--- src/mtp_pkg.sv ---
package mtp_pkg;

  // ==========================================================================
  // Register map
  localparam logic [7:0] POWER_CONTROL_ADDR     = 8'h87;
  localparam logic [7:0] BREAKPOINT_STATUS_ADDR = 8'hbd;
  localparam logic [7:0] TICK_RELOAD_ADDR       = 8'hf6;
  localparam logic [7:0] BKPT_LOW_ADDR          = 8'hbe;
  localparam logic [7:0] BKPT_HIGH_ADDR         = 8'hcf;
  localparam logic [7:0] BKPT_UNLOCK_VALUE      = 8'h55;

  // ==========================================================================
  // Power control fields and register reset values
  localparam int         IDLE_BIT_POS           = 0;
  localparam int         DOUBLE_BAUD_POS        = 7;
  localparam logic [7:0] POWER_CONTROL_WMASK    = 8'h8d;
  localparam logic [7:0] POWER_CONTROL_RESET    = 8'h00;
  localparam logic [7:0] TICK_RELOAD_RESET      = 8'h00;
  localparam logic [7:0] BREAKPOINT_STATUS_RESET = 8'h00;

  // ==========================================================================
  // Timing
  localparam int CLK_FREQ_MHZ    = 100;
  localparam int TICK_PERIOD_US  = 10;
  localparam int TICK_PRESCALE   = TICK_PERIOD_US * CLK_FREQ_MHZ;

endpackage

--- src/mtp_tick_if.sv ---
`timescale 1ns/1ps
interface mtp_tick_if;
  logic       load;
  logic [7:0] load_value;
  logic       tick_en;
  logic       expire;
  modport ctrl (output load, output load_value, output tick_en, input expire);
  modport cnt  (input load, input load_value, input tick_en, output expire);
endinterface

--- src/mtp_tick_counter.sv ---
`timescale 1ns/1ps
module mtp_tick_counter
  import mtp_pkg::*;
(
  // Clock and reset
  input wire logic  core_clk,
  input wire logic  rst,
  // Control
  mtp_tick_if.cnt   tif
);

  logic [7:0] count;
  logic [7:0] reload;
  wire        at_zero = (count == 8'h01);
  wire        armed   = (reload != 8'h00);

  // ==========================================================================
  // Down counter
  always_ff @(posedge core_clk)
  begin
    if (rst)
    begin
      count  <= 8'h00;
      reload <= 8'h00;
    end
    else if (tif.load)
    begin
      count  <= tif.load_value;
      reload <= tif.load_value;
    end
    else if (tif.tick_en && armed)
    begin
      // Count at one reloads instead of stepping to zero, so the period is reload ticks.
      count <= at_zero ? reload : count - 8'h01;
    end
  end

  assign tif.expire = tif.tick_en && armed && at_zero && !tif.load;

endmodule

--- src/mtp_top.sv ---
`timescale 1ns/1ps
module mtp_top
  import mtp_pkg::*;
#(
  parameter int PRESCALE = TICK_PRESCALE
)
(
  // Clock and resets
  input  wire logic       core_clk,
  input  wire logic       rst,
  input  wire logic       watchdog_reset,
  input  wire logic       bus_reset,
  input  wire logic       function_reset_connect,
  // Special register bus from the core
  input  wire logic [7:0] sfr_addr,
  input  wire logic       sfr_wr,
  input  wire logic [7:0] sfr_wdata,
  input  wire logic       sfr_rd,
  output logic      [7:0] sfr_rdata,
  output logic            sfr_hit,
  // Interrupt context
  input  wire logic       tick_interrupt_enable,
  input  wire logic       enabled_irq_active,
  output logic            tick_interrupt_line,
  // Core events
  input  wire logic       long_jump_app,
  input  wire logic       long_jump_monitor,
  // Status outputs
  output logic            idle_request_bit,
  output logic      [1:0] general_purpose_flags,
  output logic            double_baud_select,
  output logic            bkpt_write_allowed
);

  // ==========================================================================
  // Reset qualification
  wire soft_clear = watchdog_reset || (bus_reset && function_reset_connect);

  // ==========================================================================
  // Address decode
  wire sel_power  = (sfr_addr == POWER_CONTROL_ADDR);
  wire sel_bkstat = (sfr_addr == BREAKPOINT_STATUS_ADDR);
  wire sel_reload = (sfr_addr == TICK_RELOAD_ADDR);
  wire sel_bkpt   = (sfr_addr >= BKPT_LOW_ADDR) && (sfr_addr <= BKPT_HIGH_ADDR);
  wire wr_power   = sfr_wr && sel_power;
  wire wr_bkstat  = sfr_wr && sel_bkstat;
  wire wr_reload  = sfr_wr && sel_reload;

  logic [7:0] power_control;
  logic [7:0] breakpoint_status;
  logic [7:0] tick_reload_value;
  logic       bkpt_locked;

  // ==========================================================================
  // Time base prescaler
  logic [$clog2(PRESCALE)-1:0] pre_cnt;
  wire pre_wrap = (pre_cnt == ($clog2(PRESCALE))'(PRESCALE - 1));

  always_ff @(posedge core_clk)
  begin
    if (rst || soft_clear)
      pre_cnt <= '0;
    else
      pre_cnt <= pre_wrap ? '0 : pre_cnt + 1'b1;
  end

  // ==========================================================================
  // Tick counter
  mtp_tick_if tif ();
  assign tif.load       = wr_reload || soft_clear || rst;
  assign tif.load_value = (soft_clear || rst) ? TICK_RELOAD_RESET : sfr_wdata;
  assign tif.tick_en    = pre_wrap;

  mtp_tick_counter u_cnt (
    .core_clk (core_clk),
    .rst      (rst),
    .tif      (tif)
  );

  // Interrupt only reaches the core when enabled, pulse is one clock wide.
  wire next_tick_irq = tif.expire && tick_interrupt_enable;

  // ==========================================================================
  // Registers
  always_ff @(posedge core_clk)
  begin
    if (rst || soft_clear)
    begin
      tick_reload_value   <= TICK_RELOAD_RESET;
      power_control       <= POWER_CONTROL_RESET;
      tick_interrupt_line <= 1'b0;
    end
    else
    begin
      tick_interrupt_line <= next_tick_irq;
      if (wr_reload)
        tick_reload_value <= sfr_wdata;
      if (wr_power)
        power_control <= sfr_wdata & POWER_CONTROL_WMASK;
      // Interrupt wake beats a same-cycle idle write so the core never sleeps through it.
      if (enabled_irq_active || next_tick_irq)
        power_control[IDLE_BIT_POS] <= 1'b0;
    end
  end

  // Breakpoint status and lock. Power-up reset leaves the monitor unlocked.
  always_ff @(posedge core_clk)
  begin
    if (rst)
    begin
      breakpoint_status <= BREAKPOINT_STATUS_RESET;
      bkpt_locked       <= 1'b0;
    end
    else
    begin
      if (wr_bkstat)
        breakpoint_status <= sfr_wdata;
      if (long_jump_monitor || (wr_bkstat && sfr_wdata == BKPT_UNLOCK_VALUE))
        bkpt_locked <= 1'b0;
      else if (long_jump_app)
        bkpt_locked <= 1'b1;
    end
  end

  // ==========================================================================
  // Read path
  always_ff @(posedge core_clk)
  begin
    if (rst)
      sfr_rdata <= 8'h00;
    else if (sfr_rd)
      sfr_rdata <= sel_power  ? power_control :
                   sel_bkstat ? breakpoint_status :
                   sel_reload ? tick_reload_value : 8'h00;
  end

  assign sfr_hit               = sel_power || sel_bkstat || sel_reload;
  assign idle_request_bit      = power_control[IDLE_BIT_POS];
  assign general_purpose_flags = power_control[3:2];
  assign double_baud_select    = power_control[DOUBLE_BAUD_POS];
  assign bkpt_write_allowed    = !(bkpt_locked && sfr_wr && sel_bkpt);

  // ==========================================================================
  // Checks
  a_irq_one_cycle: assert property (@(posedge core_clk) disable iff (rst)
    tick_interrupt_line |=> !tick_interrupt_line)
    else $error("tick pulse longer than one cycle");
  a_irq_needs_en: assert property (@(posedge core_clk) disable iff (rst)
    tick_interrupt_line |-> $past(tick_interrupt_enable) && $past(tick_reload_value) != 8'h00)
    else $error("tick pulse while disabled");
  a_reload_reads: assert property (@(posedge core_clk) disable iff (rst || soft_clear)
    wr_reload |=> tick_reload_value == $past(sfr_wdata))
    else $error("reload write lost");
  a_soft_clear: assert property (@(posedge core_clk) disable iff (rst)
    soft_clear |=> power_control == 8'h00 && tick_reload_value == 8'h00)
    else $error("qualified reset did not clear");
  a_power_rsv: assert property (@(posedge core_clk) disable iff (rst)
    (power_control & ~POWER_CONTROL_WMASK) == 8'h00)
    else $error("reserved power bits set");
  a_idle_clear: assert property (@(posedge core_clk) disable iff (rst || soft_clear)
    enabled_irq_active |=> !idle_request_bit)
    else $error("idle not cleared by interrupt");
  a_bkpt_lock: assert property (@(posedge core_clk) disable iff (rst)
    long_jump_app && !long_jump_monitor && !wr_bkstat |=> bkpt_locked)
    else $error("breakpoint lock not set");
  a_bkpt_unlock: assert property (@(posedge core_clk) disable iff (rst)
    wr_bkstat && sfr_wdata == BKPT_UNLOCK_VALUE |=> !bkpt_locked)
    else $error("breakpoint unlock failed");

endmodule

--- config.mk ---
export PLATFORM = sky130hd
export DESIGN_NAME = mtp_top
export DESIGN_NICKNAME = d
export VERILOG_FILES = /design/src/mtp_pkg.sv /design/src/mtp_tick_if.sv /design/src/mtp_tick_counter.sv /design/src/mtp_top.sv
export SDC_FILE = /design/constraint.sdc
export NUM_CORES = 1
export LEC_CHECK = 0
export BUFFER_PORTS_ARGS = -buffer_cell sky130_fd_sc_hd__buf_2
export CAP_MARGIN = 10
export CORE_ASPECT_RATIO = 1.25
export CORE_UTILIZATION = 33
export CTS_CLUSTER_DIAMETER = 50
export DETAILED_ROUTE_END_ITERATION = 10
export GPL_ROUTABILITY_DRIVEN = 0
export PLACE_DENSITY = 0.48
export SLEW_MARGIN = 20
export SYNTH_ARGS = -nofsm -noshare
export SYNTH_HDL_FRONTEND = slang
export SYNTH_SLANG_ARGS = --single-unit
export TNS_END_PERCENT = 50
--- constraint.sdc ---
create_clock -name core_clk -period 2.6 [get_ports core_clk]
set_clock_uncertainty 0.15 [all_clocks]
set_input_delay 0.13 -clock core_clk [delete_from_list [all_inputs] [get_ports core_clk]]
set_output_delay 0.13 -clock core_clk [all_outputs]
set_load 0.01 [all_outputs]
### After elaboration in Yosys (flattened, before gate mapping)

Cells that the tools add are included.

| storage, ports and cells | value |
|---|---|
| flip-flop bits (word level) | 56 |
| latch bits | 0 |
| RAM bits | 0 |
| memory bits (read-only) | 0 |
| input port bits | 27 |
| output and inout bits | 15 |
| word-level logic and storage cells | 54 |
| memories kept | 0 |

| cells by class | value |
|---|---|
| add/subtract/negate cells | 2 |
| $mul | 0 |
| divide/modulo/power cells | 0 |
| magnitude comparators | 2 |
| equality and inequality tests | 6 |
| shift operators | 0 |
| multiplexer cells | 7 |
| bitwise logic cells | 0 |
| reduce and logical (&&, ||, !) cells | 27 |

Operators with widths:

| operator | number |
|---|---|
| two-way mux 8 bit | 7 |
| == test 8 bit, second input constant | 3 |
| logical AND 1 bit | 12 |
| adder 10 x 1 -> 10 bit, second input constant | 1 |
| == test 10 bit, second input constant | 1 |
| == test 8 x 1 -> 1 bit, second input constant | 1 |
| == test 8 x 7 -> 1 bit, second input constant | 1 |
| greater-or-equal comparator 8 bit, second input constant | 1 |
| less-or-equal comparator 8 bit, second input constant | 1 |
| logical OR 1 bit | 8 |
| nonzero test 8 bit | 1 |
| subtractor 8 x 1 -> 8 bit, second input constant | 1 |
| OR reduction 2 bit | 3 |
| logical NOT 1 bit | 2 |
| nonzero test 2 bit | 1 |

### Logic depth before layout (Yosys ltp)

| depth | value |
|---|---|
| depth in word-level cells | 9 |
| mapped depth | 7 |

### Modules after synthesis

Synthesis repeated with hierarchy kept, for this count alone.

| unflattened totals | value |
|---|---|
| cell total of the unflattened synthesis | 322 |
| area, all modules | 2736.4 µm² |

Modules (own cells, without submodules):

| module | times used | cells an instance | area each (µm²) | sequential area each (µm²) |
|---|---|---|---|---|
| mtp_top | 1 | 213 | 1808.0 | 800.8 |
| mtp_tick_counter | 1 | 109 | 928.4 | 320.3 |

### Least setup slack after synthesis

OpenSTA, ideal clock, no wires.

| path | value |
|---|---|
| path type | register -> register |
| start | register u_cnt.count[1] |
| end | register u_cnt.count[0] |
| arrival | 1.589 ns |
| data required time | 2.308 ns |
| setup slack | 0.719 ns |
| stages on the path, launching flop included | 8 |
| buffers on the path | 0 |
| period minus slack after synthesis | 1.881 ns |
| cells stage by stage | dfxtp_1 -> inv_1 -> ha_1 -> nor3b_1 -> nand2_1 -> mux2_2 -> o21ai_0 -> a221oi_2 |

| between the ends | value |
|---|---|
| cells in the longest elaborated chain, start to end | 4 |

Ends and longest elaborated chain:

| what | RTL line | text |
|---|---|---|
| start, declared | mtp_tick_counter.sv:12 | `logic [7:0] count;` |
| start signal, assigned | mtp_tick_counter.sv:28 | `count <= tif.load_value;` |
| start signal, assigned | mtp_tick_counter.sv:34 | `count <= at_zero ? reload : count - 8'h01;` |
| == test 8 x 1 -> 1 bit | mtp_tick_counter.sv:14 | `wire at_zero = (count == 8'h01);` |
| two-way mux 8 bit | mtp_tick_counter.sv:34 |  |
| two-way mux 8 bit | mtp_tick_counter.sv:31 | `else if (tif.tick_en && armed)` |
| two-way mux 8 bit | mtp_tick_counter.sv:26 | `else if (tif.load)` |

No other way between the ends. The select of a mux whose other input is x is not followed.
A chain may end at the register's enable or synchronous reset.

### Worst setup path in the final report

| path | value |
|---|---|
| start | input port sfr_wdata[3] |
| end | register bkpt_locked |

| between the ends | value |
|---|---|
| cells in the longest elaborated chain, start to end | 4 |

Ends and longest elaborated chain:

| what | RTL line | text |
|---|---|---|
| start, declared | mtp_top.sv:17 | `input wire logic [7:0] sfr_wdata,` |
| == test 8 x 7 -> 1 bit | mtp_top.sv:118 | `if (long_jump_monitor \|\| (wr_bkstat && sfr_wdata == BKPT_UNLOCK_VALUE))` |
| logical AND 1 bit | mtp_top.sv:118 |  |
| logical OR 1 bit | mtp_top.sv:118 |  |
| OR reduction 2 bit (no line) | n/a |  |
| end signal, assigned | mtp_top.sv:112 | `bkpt_locked <= 1'b0;` |
| end signal, assigned | mtp_top.sv:119 | `bkpt_locked <= 1'b0;` |
| end signal, assigned | mtp_top.sv:121 | `bkpt_locked <= 1'b1;` |
| end, declared | mtp_top.sv:52 | `logic bkpt_locked;` |

No other way between the ends.

==> out/metrics.yaml <==
run_status:
  status: "completed"
logic_synthesis:
  synthesis.area_mm2: 0.00262
  avgSynthCellArea_um2: 8.68
  synth_cell_type_count: 52
  async_flop_share: 0
  synth_seq_cells: 56
  synth-main-ff-cell: "dfxtp_1"
  ys_top_cells_by_area: "dfxtp_1 43%, nand2_1 8.4%, a221oi_2 4.0%"
  syn_nets: 332
  yosysTopAreaCellShare: 0.428
  synth-edff-count: 0
  synth_seq_area_share: 0.428
  yosysWarnings: 0
  synth.largest_area_cell: "dfxtp_1"
  syn_inst: 302
cells_and_area:
  final_common_cell: "nand2_1"
  syn2layout_area_growth_pct: 20.0
  stdcell_area_mm2: 0.00315
  seqCellArea_mm2: 0.00112
  multi_input_area_mm2: 0.00138
  drive_above_1_share: 0.218
  fillerInstances: 814
  layout_common_cells: "59 x nand2_1, 56 x dfxtp_1, 41 x buf_2"
  utilization: 0.406
  fin_nets: 383
  num_antenna_cells: 0
worst_setup_path:
  crit_fanout: 5
  required_ns: 2.66
  max_stage_delay_ns: 0.66
  r2r-start: "pre_cnt[0]$_SDFF_PP0_"
  r2r_setup_slack_ns: 0.47
  crit_chain: "dlygate4sd3_1 -> buf_2 -> or4b_2 -> nor3_1 -> nor4_1 -> dlygate4sd3_1"
  cpLargestDelayFamily: "buffers and inverters"
  cp_slowest_cell: "or4b_2"
  cpMostUsedCell: "dlygate4sd3_1"
  arrival_ns: 2.34
  end_kind: "flip-flop"
  r2r_end: "u_cnt.count[2]$_SDFFE_PP0P_"
  worstSetupPathType: "in -> reg"
  r2r_cells: 6
  cp_num_buf_inv: 3
  start_kind: "input pin"
min_path:
  min_from: "sfr_rd"
  holdPathStages: 2
  hold_end: "sfr_rdata[1]$_SDFFE_PP0P_"
  hold_path_class: "in -> reg"
clock_network:
  htree_levels: 2
  cts_buffer_depth: 2
  clk_latency_ns: 0.32
  cts.sink_count: 56
  cts_setup_buffers: 0
  clkTransAtPathRegs_ns: 0.11
  hold_buffers: 12
  cts_buffers: 5
  cts_resized: 0
  clockRootBuffer: "clkbuf_8"
  cts_tree: "done"
drt:
  drt.antenna.violating_nets: 0
  route.vias.total: 2239
  firstDrtPassIters: 6
  finalWirelength_mm: 6.29
  via_per_inst: 4.99
  post_drt_wl_per_cell_um: 14.0
  initialDrtViolationCount: 49
  drt_drc_violations_left: 0
floorplanning:
  core.rowCount: 36
  core_area_mm2: 0.00775
  ios: 42
  dieArea_mm2: 0.00831
  die_w_um: 81.7
  dieHeight_um: 102
  initial_utilization: 0.338
sta:
  slew-limit-headroom: 0.572
  tightest_slew_ns: 0.637
  hold_viol: 0
  setup_viol: 0
  fmax_ghz: 0.438
  rsz0062_at_grt: "false"
  fin_crit_ns: 2.29
  setup_tns_ns: 0
  slew_violations: 0
  fin_crit_sh: 0.879
global_routing:
  grt_pass1_vias: 2136
  overflow: 0
  antenna_found_initial: 0
  grt_use_total: 0.163
  grt_start_max_net_pins: 26
  grt_first_pass_wirelength_mm: 10.3
placement:
  placed_cell_area_mm2: 0.00291
  io_buffers: 41
  hpwl_mm: 4.60
power_and_ir_drop:
  vdd_ir_drop_max_v: 0.000261
  power_density_mw_per_mm2: 518
  cellLeakagePower_nw: 1.23
  p_total_mw: 1.63
job:
  drv_cap: 0
registers in the layout, indices dropped and copies added, names as in the netlist:
name and count:
bkpt_locked 1, breakpoint_status 8, power_control 4, pre_cnt 10
sfr_rdata 8, tick_interrupt_line 1, tick_reload_value 8, u_cnt.count 8
u_cnt.reload 8
how the worst max path moves through the flow:
| stage | from | end | slack, ns | cells after the start |
|---|---|---|---|---|
| finish | sfr_wdata[3] | bkpt_locked$_SDFFE_PP0P_ | 0.31 | 6 |
| global route | sfr_wdata[3] | bkpt_locked$_SDFFE_PP0P_ | 0.26 | 6 |
| CTS | sfr_wdata[3] | bkpt_locked$_SDFFE_PP0P_ | 0.30 | 6 |
| detailed placement | pre_cnt[0]$_SDFF_PP0_ | u_cnt.count[2]$_SDFFE_PP0P_ | 0.48 | 6 |
| global placement | u_cnt.count[1]$_SDFFE_PP0P_ | u_cnt.count[0]$_SDFFE_PP0P_ | 0.52 | 7 |
| floorplan | u_cnt.count[1]$_SDFFE_PP0P_ | u_cnt.count[0]$_SDFFE_PP0P_ | 0.72 | 7 |
layout make-up:
| type | count | share of cell area |
|---|---|---|
| Clock buffer | 5 | 0.0219 |
| Clock inverter | 3 | 0.0151 |
| Inverter | 14 | 0.0167 |
| Multi-Input combinational cell | 218 | 0.437 |
| Sequential cell | 56 | 0.356 |
| Tap cell | 95 | 0.0378 |
| Timing Repair Buffer | 58 | 0.115 |
power by group:
part / switching, mW / total (mW) / leakage, nW / internal, mW
combinational: 0.0876 / 0.163 / 0.718 / 0.0755
clock: 0.302 / 0.592 / 0.0583 / 0.291
sequential: 0.00818 / 0.875 / 0.453 / 0.867
total: 0.397 / 1.63 / 1.23 / 1.23
stage by stage:
step           hold slack [ns]  instances  worst slack [ns]
6_report                0.0430        449             0.315
5_1_grt                 0.0642        449             0.265
4_1_cts                 0.0474        449             0.303
3_5_place_dp             0.151        429             0.482
3_3_place_gp             0.151        429             0.523
2_1_floorplan           0.0585        302             0.719
worst reg2reg max path, delay by kind of cell, from the launching register on:
kind / cells / cell delay, ns
AOI/OAI and AO/OA: 2 / 0.59
adders and majority gates: 1 / 0.22
DFF: 1 / 0.37
and+or+nand+nor: 3 / 0.73
per-layer routing:
metal  vias to the layer above  track usage  routed length (um)
met1                      1036        0.190                2870
li1                       1161            -                   -
met5                         -            0                   0
met4                         0       0.0621                 142
met2                        32        0.292                3130
met3                        10       0.0270                 150
synth_stat cells (5+ instances only):
cell      instances
a21oi_1          18
a221oi_2          7
clkbuf_1          6
dfxtp_1          56
inv_1            14
nand2_1          59
nand3_1          20
nor2_1           21
o21ai_0           9
xnor2_1           7
xor2_1            5
cell families (layout without fill, tap and decap cells):
| logic type | after synthesis | after routing | share of synthesized area |
|---|---|---|---|
| and+or+nand+nor | 133 | 133 | 0.259 |
| xor gates and xnor gates | 12 | 12 | 0.0401 |
| muxes | 7 | 7 | 0.0282 |
| adders and majority gates | 3 | 3 | 0.0143 |
| DFF | 56 | 56 | 0.428 |
| buffers and inverters | 28 | 80 | 0.0477 |
| AOI/OAI and AO/OA | 63 | 63 | 0.183 |
Power figures use the tool's default switching activity.
